**src/common/rtc_pkg.sv**
```systemverilog
// Function
// - two-bit source selector picks counter clock
// - 16-bit values split into low/high bytes
// - count and limit writes apply after two ticks
// - wrap limit resets to all ones
// - match register read/write, resets to zero
// - tick interval code selects 4..32768 cycles
// - tick timer runs only while enabled
// - tick busy bit high while control synchronizes
// - tick interrupt enable bit gates tick interrupt
// - tick flag set per tick, write-one clears
// - tick timer halts in debug unless run bit
// - count busy flag high while count synchronizes
// - count wraps to zero at limit, flags wrap
// - count equal to match sets match flag
package rtc_pkg;
  localparam int SYS_CLK_HZ = 40_000_000;
  localparam int SLOW_HZ = 32_768;
  localparam int SLOW_1K_HZ = 1_024;
  localparam int INT_DIV_CYCLES = SYS_CLK_HZ / SLOW_HZ;
  localparam int K_DIV_TICKS = SLOW_HZ / SLOW_1K_HZ;
  localparam int SYNC_TICKS = 2;

  localparam logic [4:0] IDX_STATUS = 5'h01;
  localparam logic [4:0] IDX_FLAGS = 5'h03;
  localparam logic [4:0] IDX_SRC = 5'h07;
  localparam logic [4:0] IDX_CNT_LO = 5'h08;
  localparam logic [4:0] IDX_CNT_HI = 5'h09;
  localparam logic [4:0] IDX_LIM_LO = 5'h0a;
  localparam logic [4:0] IDX_LIM_HI = 5'h0b;
  localparam logic [4:0] IDX_MATCH_LO = 5'h0c;
  localparam logic [4:0] IDX_MATCH_HI = 5'h0d;
  localparam logic [4:0] IDX_TICK_CTRL = 5'h10;
  localparam logic [4:0] IDX_TICK_SYNC = 5'h11;
  localparam logic [4:0] IDX_TICK_IEN = 5'h12;
  localparam logic [4:0] IDX_TICK_FLAGS = 5'h13;
  localparam logic [4:0] IDX_TICK_HALT = 5'h15;
  localparam logic [4:0] IDX_EVT_STAT = 5'h18;
  localparam logic [4:0] IDX_EVT_MASK = 5'h19;

  localparam int SRC_LSB = 0;
  localparam int TICK_EN_BIT = 0;
  localparam int TICK_PER_LSB = 3;
  localparam int TICK_PER_MSB = 6;
  localparam int BUSY_CNT_BIT = 1;
  localparam int BUSY_LIM_BIT = 2;
  localparam int FLAG_WRAP_BIT = 0;
  localparam int FLAG_MATCH_BIT = 1;
  localparam int EVT_TICK_BIT = 2;

  localparam logic [1:0] SRC_INT32K = 2'h0;
  localparam logic [1:0] SRC_INT1K = 2'h1;
  localparam logic [1:0] SRC_XTAL32K = 2'h2;
  localparam logic [1:0] SRC_EXT_PIN = 2'h3;
  localparam logic [3:0] TICK_PER_OFF = 4'h0;
  localparam logic [3:0] TICK_PER_RSVD = 4'hf;

  localparam logic [1:0] SRC_RESET = 2'h0;
  localparam logic [15:0] COUNT_RESET = 16'h0000;
  localparam logic [15:0] LIMIT_RESET = 16'hffff;
  localparam logic [15:0] MATCH_RESET = 16'h0000;
  localparam logic [6:0] TICK_CTRL_RESET = 7'h00;

  typedef enum logic [2:0] {
    SYNC_IDLE = 3'b001,
    SYNC_ONE = 3'b010,
    SYNC_TWO = 3'b100
  } rtc_sync_e;
endpackage

```
**src/core/rtc_core.sv**
```systemverilog
// Register access over Avalon-MM was left to the implementer.
`timescale 1ns/1ps
module rtc_core #(
  parameter int DIV_CYCLES = rtc_pkg::INT_DIV_CYCLES
) (
  input wire logic i_sys_clk,
  input wire logic i_nrst,
  input wire logic [6:0] i_avs_address,
  input wire logic i_avs_read,
  input wire logic i_avs_write,
  input wire logic [31:0] i_avs_writedata,
  input wire logic [3:0] i_avs_byteenable,
  output logic [31:0] o_avs_readdata,
  output logic o_avs_waitrequest,
  input wire logic i_crystal_clk,
  input wire logic i_ext_pin_clk,
  input wire logic i_dbg_halt,
  output logic o_tick_irq,
  output logic o_irq
);
  import rtc_pkg::*;

  if (DIV_CYCLES < 2 || DIV_CYCLES > 2047) begin : g_bad_div
    $error("DIV_CYCLES must lie in 2..2047");
  end

  // bus slave: one wait state, access completes on ack_q
  logic ack_q;
  logic [31:0] rdata_q;
  logic [4:0] idx;
  logic wr_fire;
  logic rd_fire;
  logic [7:0] wbyte;
  logic [7:0] rd_byte;

  assign idx = i_avs_address[6:2];
  assign wbyte = i_avs_writedata[7:0];
  assign wr_fire = i_avs_write & ack_q & i_avs_byteenable[0];
  assign rd_fire = i_avs_read & ack_q;
  assign o_avs_waitrequest = (i_avs_read | i_avs_write) & ~ack_q;
  assign o_avs_readdata = rdata_q;

  always_ff @(posedge i_sys_clk or negedge i_nrst) begin
    if (!i_nrst) begin
      ack_q <= 1'b0;
    end else begin
      ack_q <= (i_avs_read | i_avs_write) & ~ack_q;
    end
  end

  // slow clock sources
  logic [10:0] int_div_q;
  logic [4:0] k_div_q;
  logic [2:0] xtal_s_q;
  logic [2:0] ext_s_q;
  logic int32_tick;
  logic int1k_tick;
  logic slow_tick;
  logic [1:0] src_q;

  assign int32_tick = (int_div_q == 11'(DIV_CYCLES - 1));
  assign int1k_tick = int32_tick & (k_div_q == 5'(K_DIV_TICKS - 1));

  always_ff @(posedge i_sys_clk or negedge i_nrst) begin
    if (!i_nrst) begin
      int_div_q <= 11'h000;
      k_div_q <= 5'h00;
    end else begin
      int_div_q <= int32_tick ? 11'h000 : int_div_q + 11'h001;
      if (int32_tick) begin
        k_div_q <= k_div_q + 5'h01;
      end
    end
  end

  // pin clocks pass two flops, the third is for edge detection
  always_ff @(posedge i_sys_clk or negedge i_nrst) begin
    if (!i_nrst) begin
      xtal_s_q <= 3'h0;
      ext_s_q <= 3'h0;
    end else begin
      xtal_s_q <= {xtal_s_q[1:0], i_crystal_clk};
      ext_s_q <= {ext_s_q[1:0], i_ext_pin_clk};
    end
  end

  always_comb begin
    case (src_q)
      SRC_INT32K: slow_tick = int32_tick;
      SRC_INT1K: slow_tick = int1k_tick;
      SRC_XTAL32K: slow_tick = xtal_s_q[1] & ~xtal_s_q[2];
      SRC_EXT_PIN: slow_tick = ext_s_q[1] & ~ext_s_q[2];
      default: slow_tick = 1'b0;
    endcase
  end

  // synchronizers into the slow domain: 0 count, 1 limit, 2 tick control
  logic [2:0] sync_wr;
  logic [2:0] sync_busy;
  logic [2:0] sync_apply;

  assign sync_wr[0] = wr_fire & (idx == IDX_CNT_LO || idx == IDX_CNT_HI);
  assign sync_wr[1] = wr_fire & (idx == IDX_LIM_LO || idx == IDX_LIM_HI);
  assign sync_wr[2] = wr_fire & (idx == IDX_TICK_CTRL);

  for (genvar g = 0; g < 3; g++) begin : g_sync
    rtc_sync_e st_q;
    always_ff @(posedge i_sys_clk or negedge i_nrst) begin
      if (!i_nrst) begin
        st_q <= SYNC_IDLE;
      end else if (sync_wr[g]) begin
        st_q <= SYNC_ONE;
      end else if (slow_tick) begin
        case (st_q)
          SYNC_ONE: st_q <= SYNC_TWO;
          SYNC_TWO: st_q <= SYNC_IDLE;
          SYNC_IDLE: st_q <= SYNC_IDLE;
          default: st_q <= SYNC_IDLE;
        endcase
      end
    end
    assign sync_busy[g] = (st_q != SYNC_IDLE);
    assign sync_apply[g] = (st_q == SYNC_TWO) & slow_tick & ~sync_wr[g];
  end

  // registers
  logic [15:0] count_q;
  logic [15:0] cnt_shadow_q;
  logic [15:0] limit_q;
  logic [15:0] lim_shadow_q;
  logic [15:0] match_q;
  logic [6:0] tick_ctrl_q;
  logic [6:0] tick_shadow_q;
  logic tick_ien_q;
  logic run_when_halted_q;
  logic [2:0] evt_mask_q;

  always_ff @(posedge i_sys_clk or negedge i_nrst) begin
    if (!i_nrst) begin
      src_q <= SRC_RESET;
      match_q <= MATCH_RESET;
      tick_ien_q <= 1'b0;
      run_when_halted_q <= 1'b0;
      evt_mask_q <= 3'h0;
    end else if (wr_fire) begin
      case (idx)
        IDX_SRC: src_q <= wbyte[SRC_LSB +: 2];
        IDX_MATCH_LO: match_q[7:0] <= wbyte;
        IDX_MATCH_HI: match_q[15:8] <= wbyte;
        IDX_TICK_IEN: tick_ien_q <= wbyte[0];
        IDX_TICK_HALT: run_when_halted_q <= wbyte[0];
        IDX_EVT_MASK: evt_mask_q <= wbyte[2:0];
        default: src_q <= src_q;
      endcase
    end
  end

  // shadows hold written values until the slow domain takes them
  always_ff @(posedge i_sys_clk or negedge i_nrst) begin
    if (!i_nrst) begin
      cnt_shadow_q <= COUNT_RESET;
      lim_shadow_q <= LIMIT_RESET;
      tick_shadow_q <= TICK_CTRL_RESET;
    end else if (wr_fire) begin
      case (idx)
        IDX_CNT_LO: cnt_shadow_q <= {sync_busy[0] ? cnt_shadow_q[15:8] : count_q[15:8], wbyte};
        IDX_CNT_HI: cnt_shadow_q <= {wbyte, sync_busy[0] ? cnt_shadow_q[7:0] : count_q[7:0]};
        IDX_LIM_LO: lim_shadow_q[7:0] <= wbyte;
        IDX_LIM_HI: lim_shadow_q[15:8] <= wbyte;
        IDX_TICK_CTRL: tick_shadow_q <= wbyte[6:0];
        default: tick_shadow_q <= tick_shadow_q;
      endcase
    end
  end

  // counter in the slow domain
  logic wrap_hit;
  logic match_hit;

  assign wrap_hit = slow_tick & ~sync_apply[0] & (count_q == limit_q);
  assign match_hit = slow_tick & (count_q == match_q);

  always_ff @(posedge i_sys_clk or negedge i_nrst) begin
    if (!i_nrst) begin
      count_q <= COUNT_RESET;
    end else if (sync_apply[0]) begin
      count_q <= cnt_shadow_q;
    end else if (wrap_hit) begin
      count_q <= 16'h0000;
    end else if (slow_tick) begin
      count_q <= count_q + 16'h0001;
    end
  end

  always_ff @(posedge i_sys_clk or negedge i_nrst) begin
    if (!i_nrst) begin
      limit_q <= LIMIT_RESET;
      tick_ctrl_q <= TICK_CTRL_RESET;
    end else begin
      if (sync_apply[1]) begin
        limit_q <= lim_shadow_q;
      end
      if (sync_apply[2]) begin
        tick_ctrl_q <= tick_shadow_q;
      end
    end
  end

  // periodic tick timer
  logic [3:0] tick_per;
  logic tick_en;
  logic pit_run;
  logic pit_tick;
  logic [14:0] pit_cnt_q;
  logic [14:0] pit_mask;

  assign tick_per = tick_ctrl_q[TICK_PER_MSB:TICK_PER_LSB];
  assign tick_en = tick_ctrl_q[TICK_EN_BIT];
  assign pit_run = tick_en & ~(i_dbg_halt & ~run_when_halted_q);

  always_comb begin
    for (int i = 0; i < 15; i++) begin
      pit_mask[i] = (i <= int'(tick_per));
    end
  end

  assign pit_tick = slow_tick & pit_run & (tick_per != TICK_PER_OFF) & (tick_per != TICK_PER_RSVD)
                    & ((pit_cnt_q & pit_mask) == pit_mask);

  always_ff @(posedge i_sys_clk or negedge i_nrst) begin
    if (!i_nrst) begin
      pit_cnt_q <= 15'h0000;
    end else if (!tick_en) begin
      pit_cnt_q <= 15'h0000;
    end else if (slow_tick & pit_run) begin
      pit_cnt_q <= pit_cnt_q + 15'h0001;
    end
  end

  // flags: hardware set wins over a same-cycle clear
  logic [1:0] flags_q;
  logic tick_flag_q;
  logic [2:0] evt_q;
  logic [2:0] evt_hit;
  logic evt_rd;

  assign evt_hit = {pit_tick, match_hit, wrap_hit};
  assign evt_rd = rd_fire & (idx == IDX_EVT_STAT);

  always_ff @(posedge i_sys_clk or negedge i_nrst) begin
    if (!i_nrst) begin
      flags_q <= 2'h0;
      tick_flag_q <= 1'b0;
      evt_q <= 3'h0;
    end else begin
      flags_q[FLAG_WRAP_BIT] <= wrap_hit |
        (flags_q[FLAG_WRAP_BIT] & ~(wr_fire & idx == IDX_FLAGS & wbyte[FLAG_WRAP_BIT]));
      flags_q[FLAG_MATCH_BIT] <= match_hit |
        (flags_q[FLAG_MATCH_BIT] & ~(wr_fire & idx == IDX_FLAGS & wbyte[FLAG_MATCH_BIT]));
      tick_flag_q <= pit_tick | (tick_flag_q & ~(wr_fire & idx == IDX_TICK_FLAGS & wbyte[0]));
      // read clears only the bits it reported, so an event landing in the wait cycle survives
      evt_q <= evt_hit | (evt_q & ~({3{evt_rd}} & rdata_q[2:0]));
    end
  end

  assign o_tick_irq = tick_flag_q & tick_ien_q;
  assign o_irq = |(evt_q & evt_mask_q);

  // read data, captured in the wait cycle
  always_comb begin
    case (idx)
      IDX_STATUS: rd_byte = {5'h00, sync_busy[1], sync_busy[0], 1'b0};
      IDX_FLAGS: rd_byte = {6'h00, flags_q};
      IDX_SRC: rd_byte = {6'h00, src_q};
      IDX_CNT_LO: rd_byte = count_q[7:0];
      IDX_CNT_HI: rd_byte = count_q[15:8];
      IDX_LIM_LO: rd_byte = lim_shadow_q[7:0];
      IDX_LIM_HI: rd_byte = lim_shadow_q[15:8];
      IDX_MATCH_LO: rd_byte = match_q[7:0];
      IDX_MATCH_HI: rd_byte = match_q[15:8];
      IDX_TICK_CTRL: rd_byte = {1'b0, tick_shadow_q};
      IDX_TICK_SYNC: rd_byte = {7'h00, sync_busy[2]};
      IDX_TICK_IEN: rd_byte = {7'h00, tick_ien_q};
      IDX_TICK_FLAGS: rd_byte = {7'h00, tick_flag_q};
      IDX_TICK_HALT: rd_byte = {7'h00, run_when_halted_q};
      IDX_EVT_STAT: rd_byte = {5'h00, evt_q};
      IDX_EVT_MASK: rd_byte = {5'h00, evt_mask_q};
      default: rd_byte = 8'h00;
    endcase
  end

  always_ff @(posedge i_sys_clk or negedge i_nrst) begin
    if (!i_nrst) begin
      rdata_q <= 32'h0000_0000;
    end else if (i_avs_read & ~ack_q) begin
      rdata_q <= {24'h00_0000, rd_byte};
    end
  end

  a_cnt_busy_set: assert property (@(posedge i_sys_clk) disable iff (!i_nrst)
    sync_wr[0] |=> sync_busy[0] && g_sync[0].st_q == SYNC_ONE)
    else $error("count busy not set after count write");

  a_cnt_apply_val: assert property (@(posedge i_sys_clk) disable iff (!i_nrst)
    sync_apply[0] |=> count_q == $past(cnt_shadow_q) && !sync_busy[0])
    else $error("count shadow not applied");

  a_apply_two_ticks: assert property (@(posedge i_sys_clk) disable iff (!i_nrst)
    $fell(sync_busy[1]) |-> $past(slow_tick) && $past(g_sync[1].st_q) == SYNC_TWO)
    else $error("limit applied without two slow ticks");

  a_tick_busy_read: assert property (@(posedge i_sys_clk) disable iff (!i_nrst)
    (i_avs_read && idx == IDX_TICK_SYNC && !ack_q && sync_busy[2]) |=> rdata_q[0])
    else $error("tick busy not visible on read");

  a_wrap_to_zero: assert property (@(posedge i_sys_clk) disable iff (!i_nrst)
    wrap_hit |=> count_q == 16'h0000 && flags_q[FLAG_WRAP_BIT])
    else $error("counter did not wrap at limit");

  a_match_flag: assert property (@(posedge i_sys_clk) disable iff (!i_nrst)
    match_hit |=> flags_q[FLAG_MATCH_BIT] && evt_q[FLAG_MATCH_BIT])
    else $error("match flag not set");

  a_tick_off_quiet: assert property (@(posedge i_sys_clk) disable iff (!i_nrst)
    (!tick_en || tick_per == TICK_PER_OFF || tick_per == TICK_PER_RSVD) |-> !pit_tick)
    else $error("tick while disabled");

  a_tick_halted: assert property (@(posedge i_sys_clk) disable iff (!i_nrst)
    (i_dbg_halt && !run_when_halted_q) |=> pit_cnt_q == $past(pit_cnt_q) || !tick_en)
    else $error("tick timer ran while halted");

  a_tick_flag_set: assert property (@(posedge i_sys_clk) disable iff (!i_nrst)
    pit_tick |=> tick_flag_q ##0 (o_tick_irq == tick_ien_q))
    else $error("tick flag or irq wrong after tick");

  a_tick_interval: assert property (@(posedge i_sys_clk) disable iff (!i_nrst)
    (pit_tick && tick_per == 4'h1) |-> pit_cnt_q[1:0] == 2'h3)
    else $error("tick interval code one not four cycles");

  a_evt_read_keep: assert property (@(posedge i_sys_clk) disable iff (!i_nrst)
    (evt_rd && evt_q[EVT_TICK_BIT] && !rdata_q[EVT_TICK_BIT]) |=> evt_q[EVT_TICK_BIT])
    else $error("unreported tick event lost on read");
endmodule

```
**config.mk**
```make
export PLATFORM = sky130hd
export DESIGN_NAME = rtc_core
export DESIGN_NICKNAME = d
export VERILOG_FILES = /design/src/common/rtc_pkg.sv /design/src/core/rtc_core.sv
export SDC_FILE = /design/constraint.sdc
export NUM_CORES = 1
export LEC_CHECK = 0
export BUFFER_PORTS_ARGS = -buffer_cell sky130_fd_sc_hd__buf_2
export CAP_MARGIN = 0
export CORE_MARGIN = 1.5
export CORE_UTILIZATION = 35
export DETAILED_ROUTE_END_ITERATION = 6
export PLACE_DENSITY = 0.61
export SLEW_MARGIN = 40
export SYNTH_ARGS = -nofsm -noshare
export SYNTH_HDL_FRONTEND = slang
export SYNTH_SLANG_ARGS = --single-unit
```
**constraint.sdc**
```tcl
create_clock -name i_sys_clk -period 4.6 [get_ports i_sys_clk]
set_clock_uncertainty 0.15 [all_clocks]
set_input_delay 0.23 -clock i_sys_clk [delete_from_list [all_inputs] [get_ports i_sys_clk]]
set_output_delay 0.23 -clock i_sys_clk [all_outputs]
set_load 0.02 [all_outputs]
```
== Word-level counts from Yosys, hierarchy flattened ==
Cells that the tools add are included.

* Register bits: 162
* Bits in latches: 0
* Bits in writable memories: 0
* Memory bits (read-only): 0
* Output and inout port bits: 35
* Word-level logic and storage cells: 181
* Memories kept: 0

* Add/subtract/negate cells: 4
* Multipliers: 0
* Div/mod/pow operators: 0
* Order comparisons: 14
* Equal/unequal tests: 37
* Shift operators: 0
* Mux-type cells: 20
* Bitwise logic cells: 58
* Reduce and logical (&&, ||, !) cells: 21

{| class="wikitable"
|+ Operator list
! cell !! count
|-
| 8-bit case mux with 16 select lines || 1
|-
| 16-bit two-way mux || 3
|-
| 5-bit == test, second input constant || 8
|-
| 1-bit AND || 36
|-
| 16-bit == test || 2
|-
| 16-bit case mux with 2 select lines || 1
|-
| 5-bit by 4-bit == test with 1-bit output, second input constant || 6
|-
| 15-bit two-way mux || 2
|-
| 4-bit <= comparator, first input constant || 7
|-
| 3-bit two-way mux || 9
|-
| 2-bit AND reduction || 9
|-
| 16-bit by 1-bit adder with 16-bit output, second input constant || 1
|-
| 3-bit by 4-bit <= comparator with 1-bit output, first input constant || 4
|-
| 8-bit two-way mux || 2
|-
| 15-bit by 1-bit adder with 15-bit output, second input constant || 1
|-
| 15-bit AND || 1
|-
| 15-bit == test || 1
|-
| 1-bit inverter || 12
|-
| 11-bit by 1-bit adder with 11-bit output, second input constant || 1
|-
| 11-bit == test, second input constant || 1
|-
| 11-bit two-way mux || 1
|-
| 3-bit AND || 3
|-
| 3-bit by 2-bit == test with 1-bit output, second input constant || 3
|-
| 3-bit == test, second input constant || 3
|-
| 23 further kinds || 36
|}

== Longest topological paths before layout ==
* Depth in word-level cells: 10
* Depth in mapped cells: 11
* Gate-level depth less buffers: 8

== Least setup slack after synthesis ==
No wires, ideal clock.

* Path kind: reg2reg
* From: reg int_div_q[0]
* To: reg limit_q[10]
* Library setup time: 0.082 ns
* Arrival: 2.209 ns
* Data required time: 4.368 ns
* Path slack: 2.158 ns
* Cell stages (with the launch flop): 8
* Clock period less this slack: 2.442 ns
* Cells stage by stage: dfrtp_1 ha_1 or4b_1 nor3_4 a21oi_2 nor3_4 buf_6 mux2_2

* Word-level cells in the longest chain between the ends: 5

{| class="wikitable"
|+ RTL lines
! item !! line !! source
|-
| from (decl) || rtc_core.sv:52 || <nowiki>logic [10:0] int_div_q;</nowiki>
|-
| from (signal assigned) || rtc_core.sv:69 || <nowiki>int_div_q <= int32_tick ? 11'h000 : int_div_q + 11'h001;</nowiki>
|-
| 11-bit == test (*) || rtc_core.sv:61 || <nowiki>assign int32_tick = (int_div_q == 11'(DIV_CYCLES - 1));</nowiki>
|-
| 1-bit AND || rtc_core.sv:62 || <nowiki>assign int1k_tick = int32_tick & (k_div_q == 5'(K_DIV_TICKS - 1));</nowiki>
|-
| 1-bit case mux with 4 select lines (*) || rtc_core.sv:88 || <nowiki>case (src_q)</nowiki>
|-
| 1-bit AND (*) (2 in series) || rtc_core.sv:123 || <nowiki>assign sync_apply[g] = (st_q == SYNC_TWO) & slow_tick & ~sync_wr[g];</nowiki>
|-
| to (signal assigned) || rtc_core.sv:201 || <nowiki>limit_q <= lim_shadow_q;</nowiki>
|-
| to (decl) || rtc_core.sv:129 || <nowiki>logic [15:0] limit_q;</nowiki>
|}

Every way passes the cells marked *; elsewhere a longest branch is shown, timed or not.
A chain may end at the register's enable or synchronous reset.

== Worst setup path in the final report ==
* From: reg int_div_q[0]
* To: reg count_q[6]

* Word-level cells in the longest chain between the ends: 10
* Elaborated cells on any way between the ends: 11
* Those cells by class: eq/ne (1); mux (3); bitwise (6); reduce/logical (1)

{| class="wikitable"
|+ RTL lines
! item !! line !! source
|-
| 11-bit == test (*) || rtc_core.sv:61 ||
|-
| 1-bit AND || rtc_core.sv:62 ||
|-
| 1-bit case mux with 4 select lines (*) || rtc_core.sv:88 ||
|-
| 1-bit AND (2 in series) || rtc_core.sv:123 ||
|-
| 1-bit inverter || rtc_core.sv:180 || <nowiki>assign wrap_hit = slow_tick & ~sync_apply[0] & (count_q == limit_q);</nowiki>
|-
| 1-bit AND (2 in series) || rtc_core.sv:180 ||
|-
| 16-bit two-way mux || rtc_core.sv:188 || <nowiki>end else if (wrap_hit) begin</nowiki>
|-
| 16-bit two-way mux || rtc_core.sv:186 || <nowiki>end else if (sync_apply[0]) begin</nowiki>
|-
| to (signal assigned) || rtc_core.sv:187 || <nowiki>count_q <= cnt_shadow_q;</nowiki>
|-
| to (signal assigned) || rtc_core.sv:191 || <nowiki>count_q <= count_q + 16'h0001;</nowiki>
|-
| to (decl) || rtc_core.sv:127 || <nowiki>logic [15:0] count_q;</nowiki>
|}

Marks and branches as above.

==> metrics.txt <==
dominant synthesized flop cell dfrtp_1; Critical path buffers and inverters 1; commonest non-fill, non-tap cells in the layout 125 x dfrtp_1, 75 x nand2_1, 65 x mux2_2; setup TNS 0 ns; Tot Pwr approximately 0.0035 W; grt ovf 0; status completed; Vias/cell around 5.5; nets between 900 and 1000; Core Region 0.02368 sq mm; WHS Path Cells 3; worst-case vdd ir drop 0.2477 mV; hpwl dp about 15000 microns; Mapped Avg Cell Area 10.07 sq um; stages on the worst setup path 7; Die ar. 0.02530 sq mm; area post-placement a little under 0.009 sq mm; width of the die 159.1 microns; largest net degree at the start of global routing around 110; first-pass GRT wire length 35220 microns; Setup violations, final 0; PortBufs 31; DR pass1 iterations 5; RSZ-0062 raised after global routing false; Final Hold Vio Count 0; Antenna Nets Post-Route 0; DRC violations left 0; final core utilization between 40% and 50%; clock latency on the worst-skew pair 0.43 ns; DR iter-0 viols about 570; CP arrival roughly 3.3 ns; fraction of registers with async set/reset 100.0%; Starting Density 36.00%; Syn. warnings 0; worst reg-to-reg path cell count 7; Tcrit/Tclk final between 60% and 70%; Netlist Area Pre-Place 0.008526 sq mm; Relative slew margins around 51%; Layout area overhead 12.65%; setup repair bufs after CTS 0; crit start category flip-flop; die span in y 159.1 microns; vias in the first global route approximately 6300; ant diodes 0; cells after synthesis 847; most common cell after layout, fill and taps aside dfrtp_1; # rows 56; area leader, netlist dfrtp_1; via count 6609; max-cap violations 0; filler instances 2351; drt wl/cell around 18 microns; worst slew pin tran ~0.73 ns; Final Max Slew Viols 0; crit-path max cell delay around 0.56 ns; Yosys top cell area share 36.69%; H-tree Lvls 4; pwr dens between 300 and 400 mW/mm^2; Worst Path Required approximately 4.8 ns; CP cell instances ha_1, or4b_1, nor3_4, a21oi_4, buf_4, or3_1, a21boi_0; Max Freq between 300 and 400 MHz; Crit Path Category flip-flop to flip-flop; IO Count 85; Total Routed Length 21710 microns; layout cells sized above 1 roughly 22%; Worst setup EP type flip-flop; Post-synth EDFFs 0; Total GRT Usage between 15 and 20%; Final min period 3.155 ns; ranking of synthesized cells by area dfrtp_1 37%, dfstp_2 11%, mux2_2 8.6%; Top Family by Delay on Critical Path simple AND/OR/NAND/NOR gates; Bufs on Longest Clock Path 2; Pleak between 4 and 5 nW; register area share after synthesis a little under half; post-synth cell types 64; CTS tree done; clock-pin slew of the registers on the worst-case setup and hold paths approximately 0.070 ns; number of synthesized register bits 160; Critical Path Fanout Max 56; Final Instance Area 0.009604 sq mm; clk root buf clkbuf_16; CTS buffer count 17; Max stage delay cell, worst path or3_1; CTS sink cnt 160; placer congestion estimate about 0.85; initial antenna violation count 0; HP Class input port to flip-flop
[what timing repair did]
action	4_1_cts	5_1_grt
endpoints found under the hold margin	76	0
resized for setup	0	0
hold buffers	7	0
[area by class of cell]
type,count,area [sq um],area share (%)
well taps,319,399.1,4.156
multi-input cells,612,4133,43.03
flip-flops and latches,160,4048,42.14
inverters,20,75.07,0.7817
clock buffers,17,425.4,4.429
repair buffers,52,361.6,3.765
clock inverters,15,162.7,1.694
[state kept, by name, summed over array words and instances, names as in the netlist, 5 cells and up]
register and flops:
cnt_shadow_q 16, count_q 16, lim_shadow_q 16, limit_q 16
match_q 16, pit_cnt_q 15, int_div_q 11, g_sync.st_q 9
o_avs_readdata 8, tick_shadow_q 7, k_div_q 5, tick_ctrl_q 5
[power breakdown]
group          leakage (nW)  switching (W)  internal, W
Sequential             1.98       0.000116      0.00153
Combinational          1.83       0.000238     0.000156
Clock                 0.289       0.000643     0.000774
Total                  4.09       0.000997      0.00246
[through the flow]
| step | hold WS, ns | cells | setup WS (ns) |
|---|---|---|---|
| after floorplan | -0.2156 | 870 | 2.158 |
| after global placement | 0.1858 | 1153 | 1.373 |
| after detailed placement | 0.1910 | 1155 | 1.452 |
| after CTS | 0.002028 | 1194 | 1.453 |
| after global routing | 0.02980 | 1195 | 1.223 |
| final | 0.01402 | 1195 | 1.445 |
[path summary, 6_finish.rpt]
kind | start | endpoint | slack (ns)
max | int_div_q[0] | count_q[6] | 1.45
min | i_avs_writedata[6] | cnt_shadow_q[14] | 0.01
min reg2reg | ext_s_q[0] | ext_s_q[1] | 0.20
max in group asynchronous | i_nrst | lim_shadow_q[1] | 3.33
min in group asynchronous | i_nrst | ext_s_q[0] | 0.14
max reg2reg | int_div_q[0] | count_q[6] | 1.45
[cells in the mapped netlist (all sizes together), types with 3 or more instances]
master / number
nand3: 23
a22oi: 15
a21oi: 39
a21o: 9
or3: 13
a21boi: 5
dfrtp: 125
mux2i: 17
nor3b: 5
nor2b: 6
and2: 15
buf: 35
a2bb2oi: 3
clkbuf: 43
or4: 11
nor4: 13
o211ai: 10
a222oi: 6
xor2: 27
mux2: 65
o21ai: 39
nand4: 23
nand3b: 4
dfstp: 35
xnor2: 15
nor2: 46
o22ai: 5
o2111ai: 3
a31oi: 22
o21a: 3
nand2: 75
inv: 20
o31ai: 10
and3: 12
ha: 5
nand2b: 9
nor3: 13
[worst register-to-register path: stages, from the launching register on]
cell      delay, ns
dfrtp_1        0.41
ha_1           0.25
or4b_1         0.52
nor3_4         0.51
a21oi_4        0.15
buf_4          0.31
or3_1          0.57
a21boi_0       0.17
[cells by family after synthesis]
| logic type | share of synthesized area, % |
|---|---|
| xor+xnor | 4.315 |
| mux | 10.58 |
| other cells | 0.04398 |
| compound gates | 13.96 |
| buf+inv | 5.621 |
| flops | 47.48 |
| fa+ha+maj | 0.8512 |
| simple gates | 17.16 |
[per-layer routing]
layer	vias to the layer above	part of all wire [%]	GRT usage, %
met5	-	0	0
li1	3069	-	-
met3	32	4.7	2.370
met1	3292	47	24.42
met4	0	1.6	5.232
met2	216	47	27.95
Power figures use the tool's default switching activity.
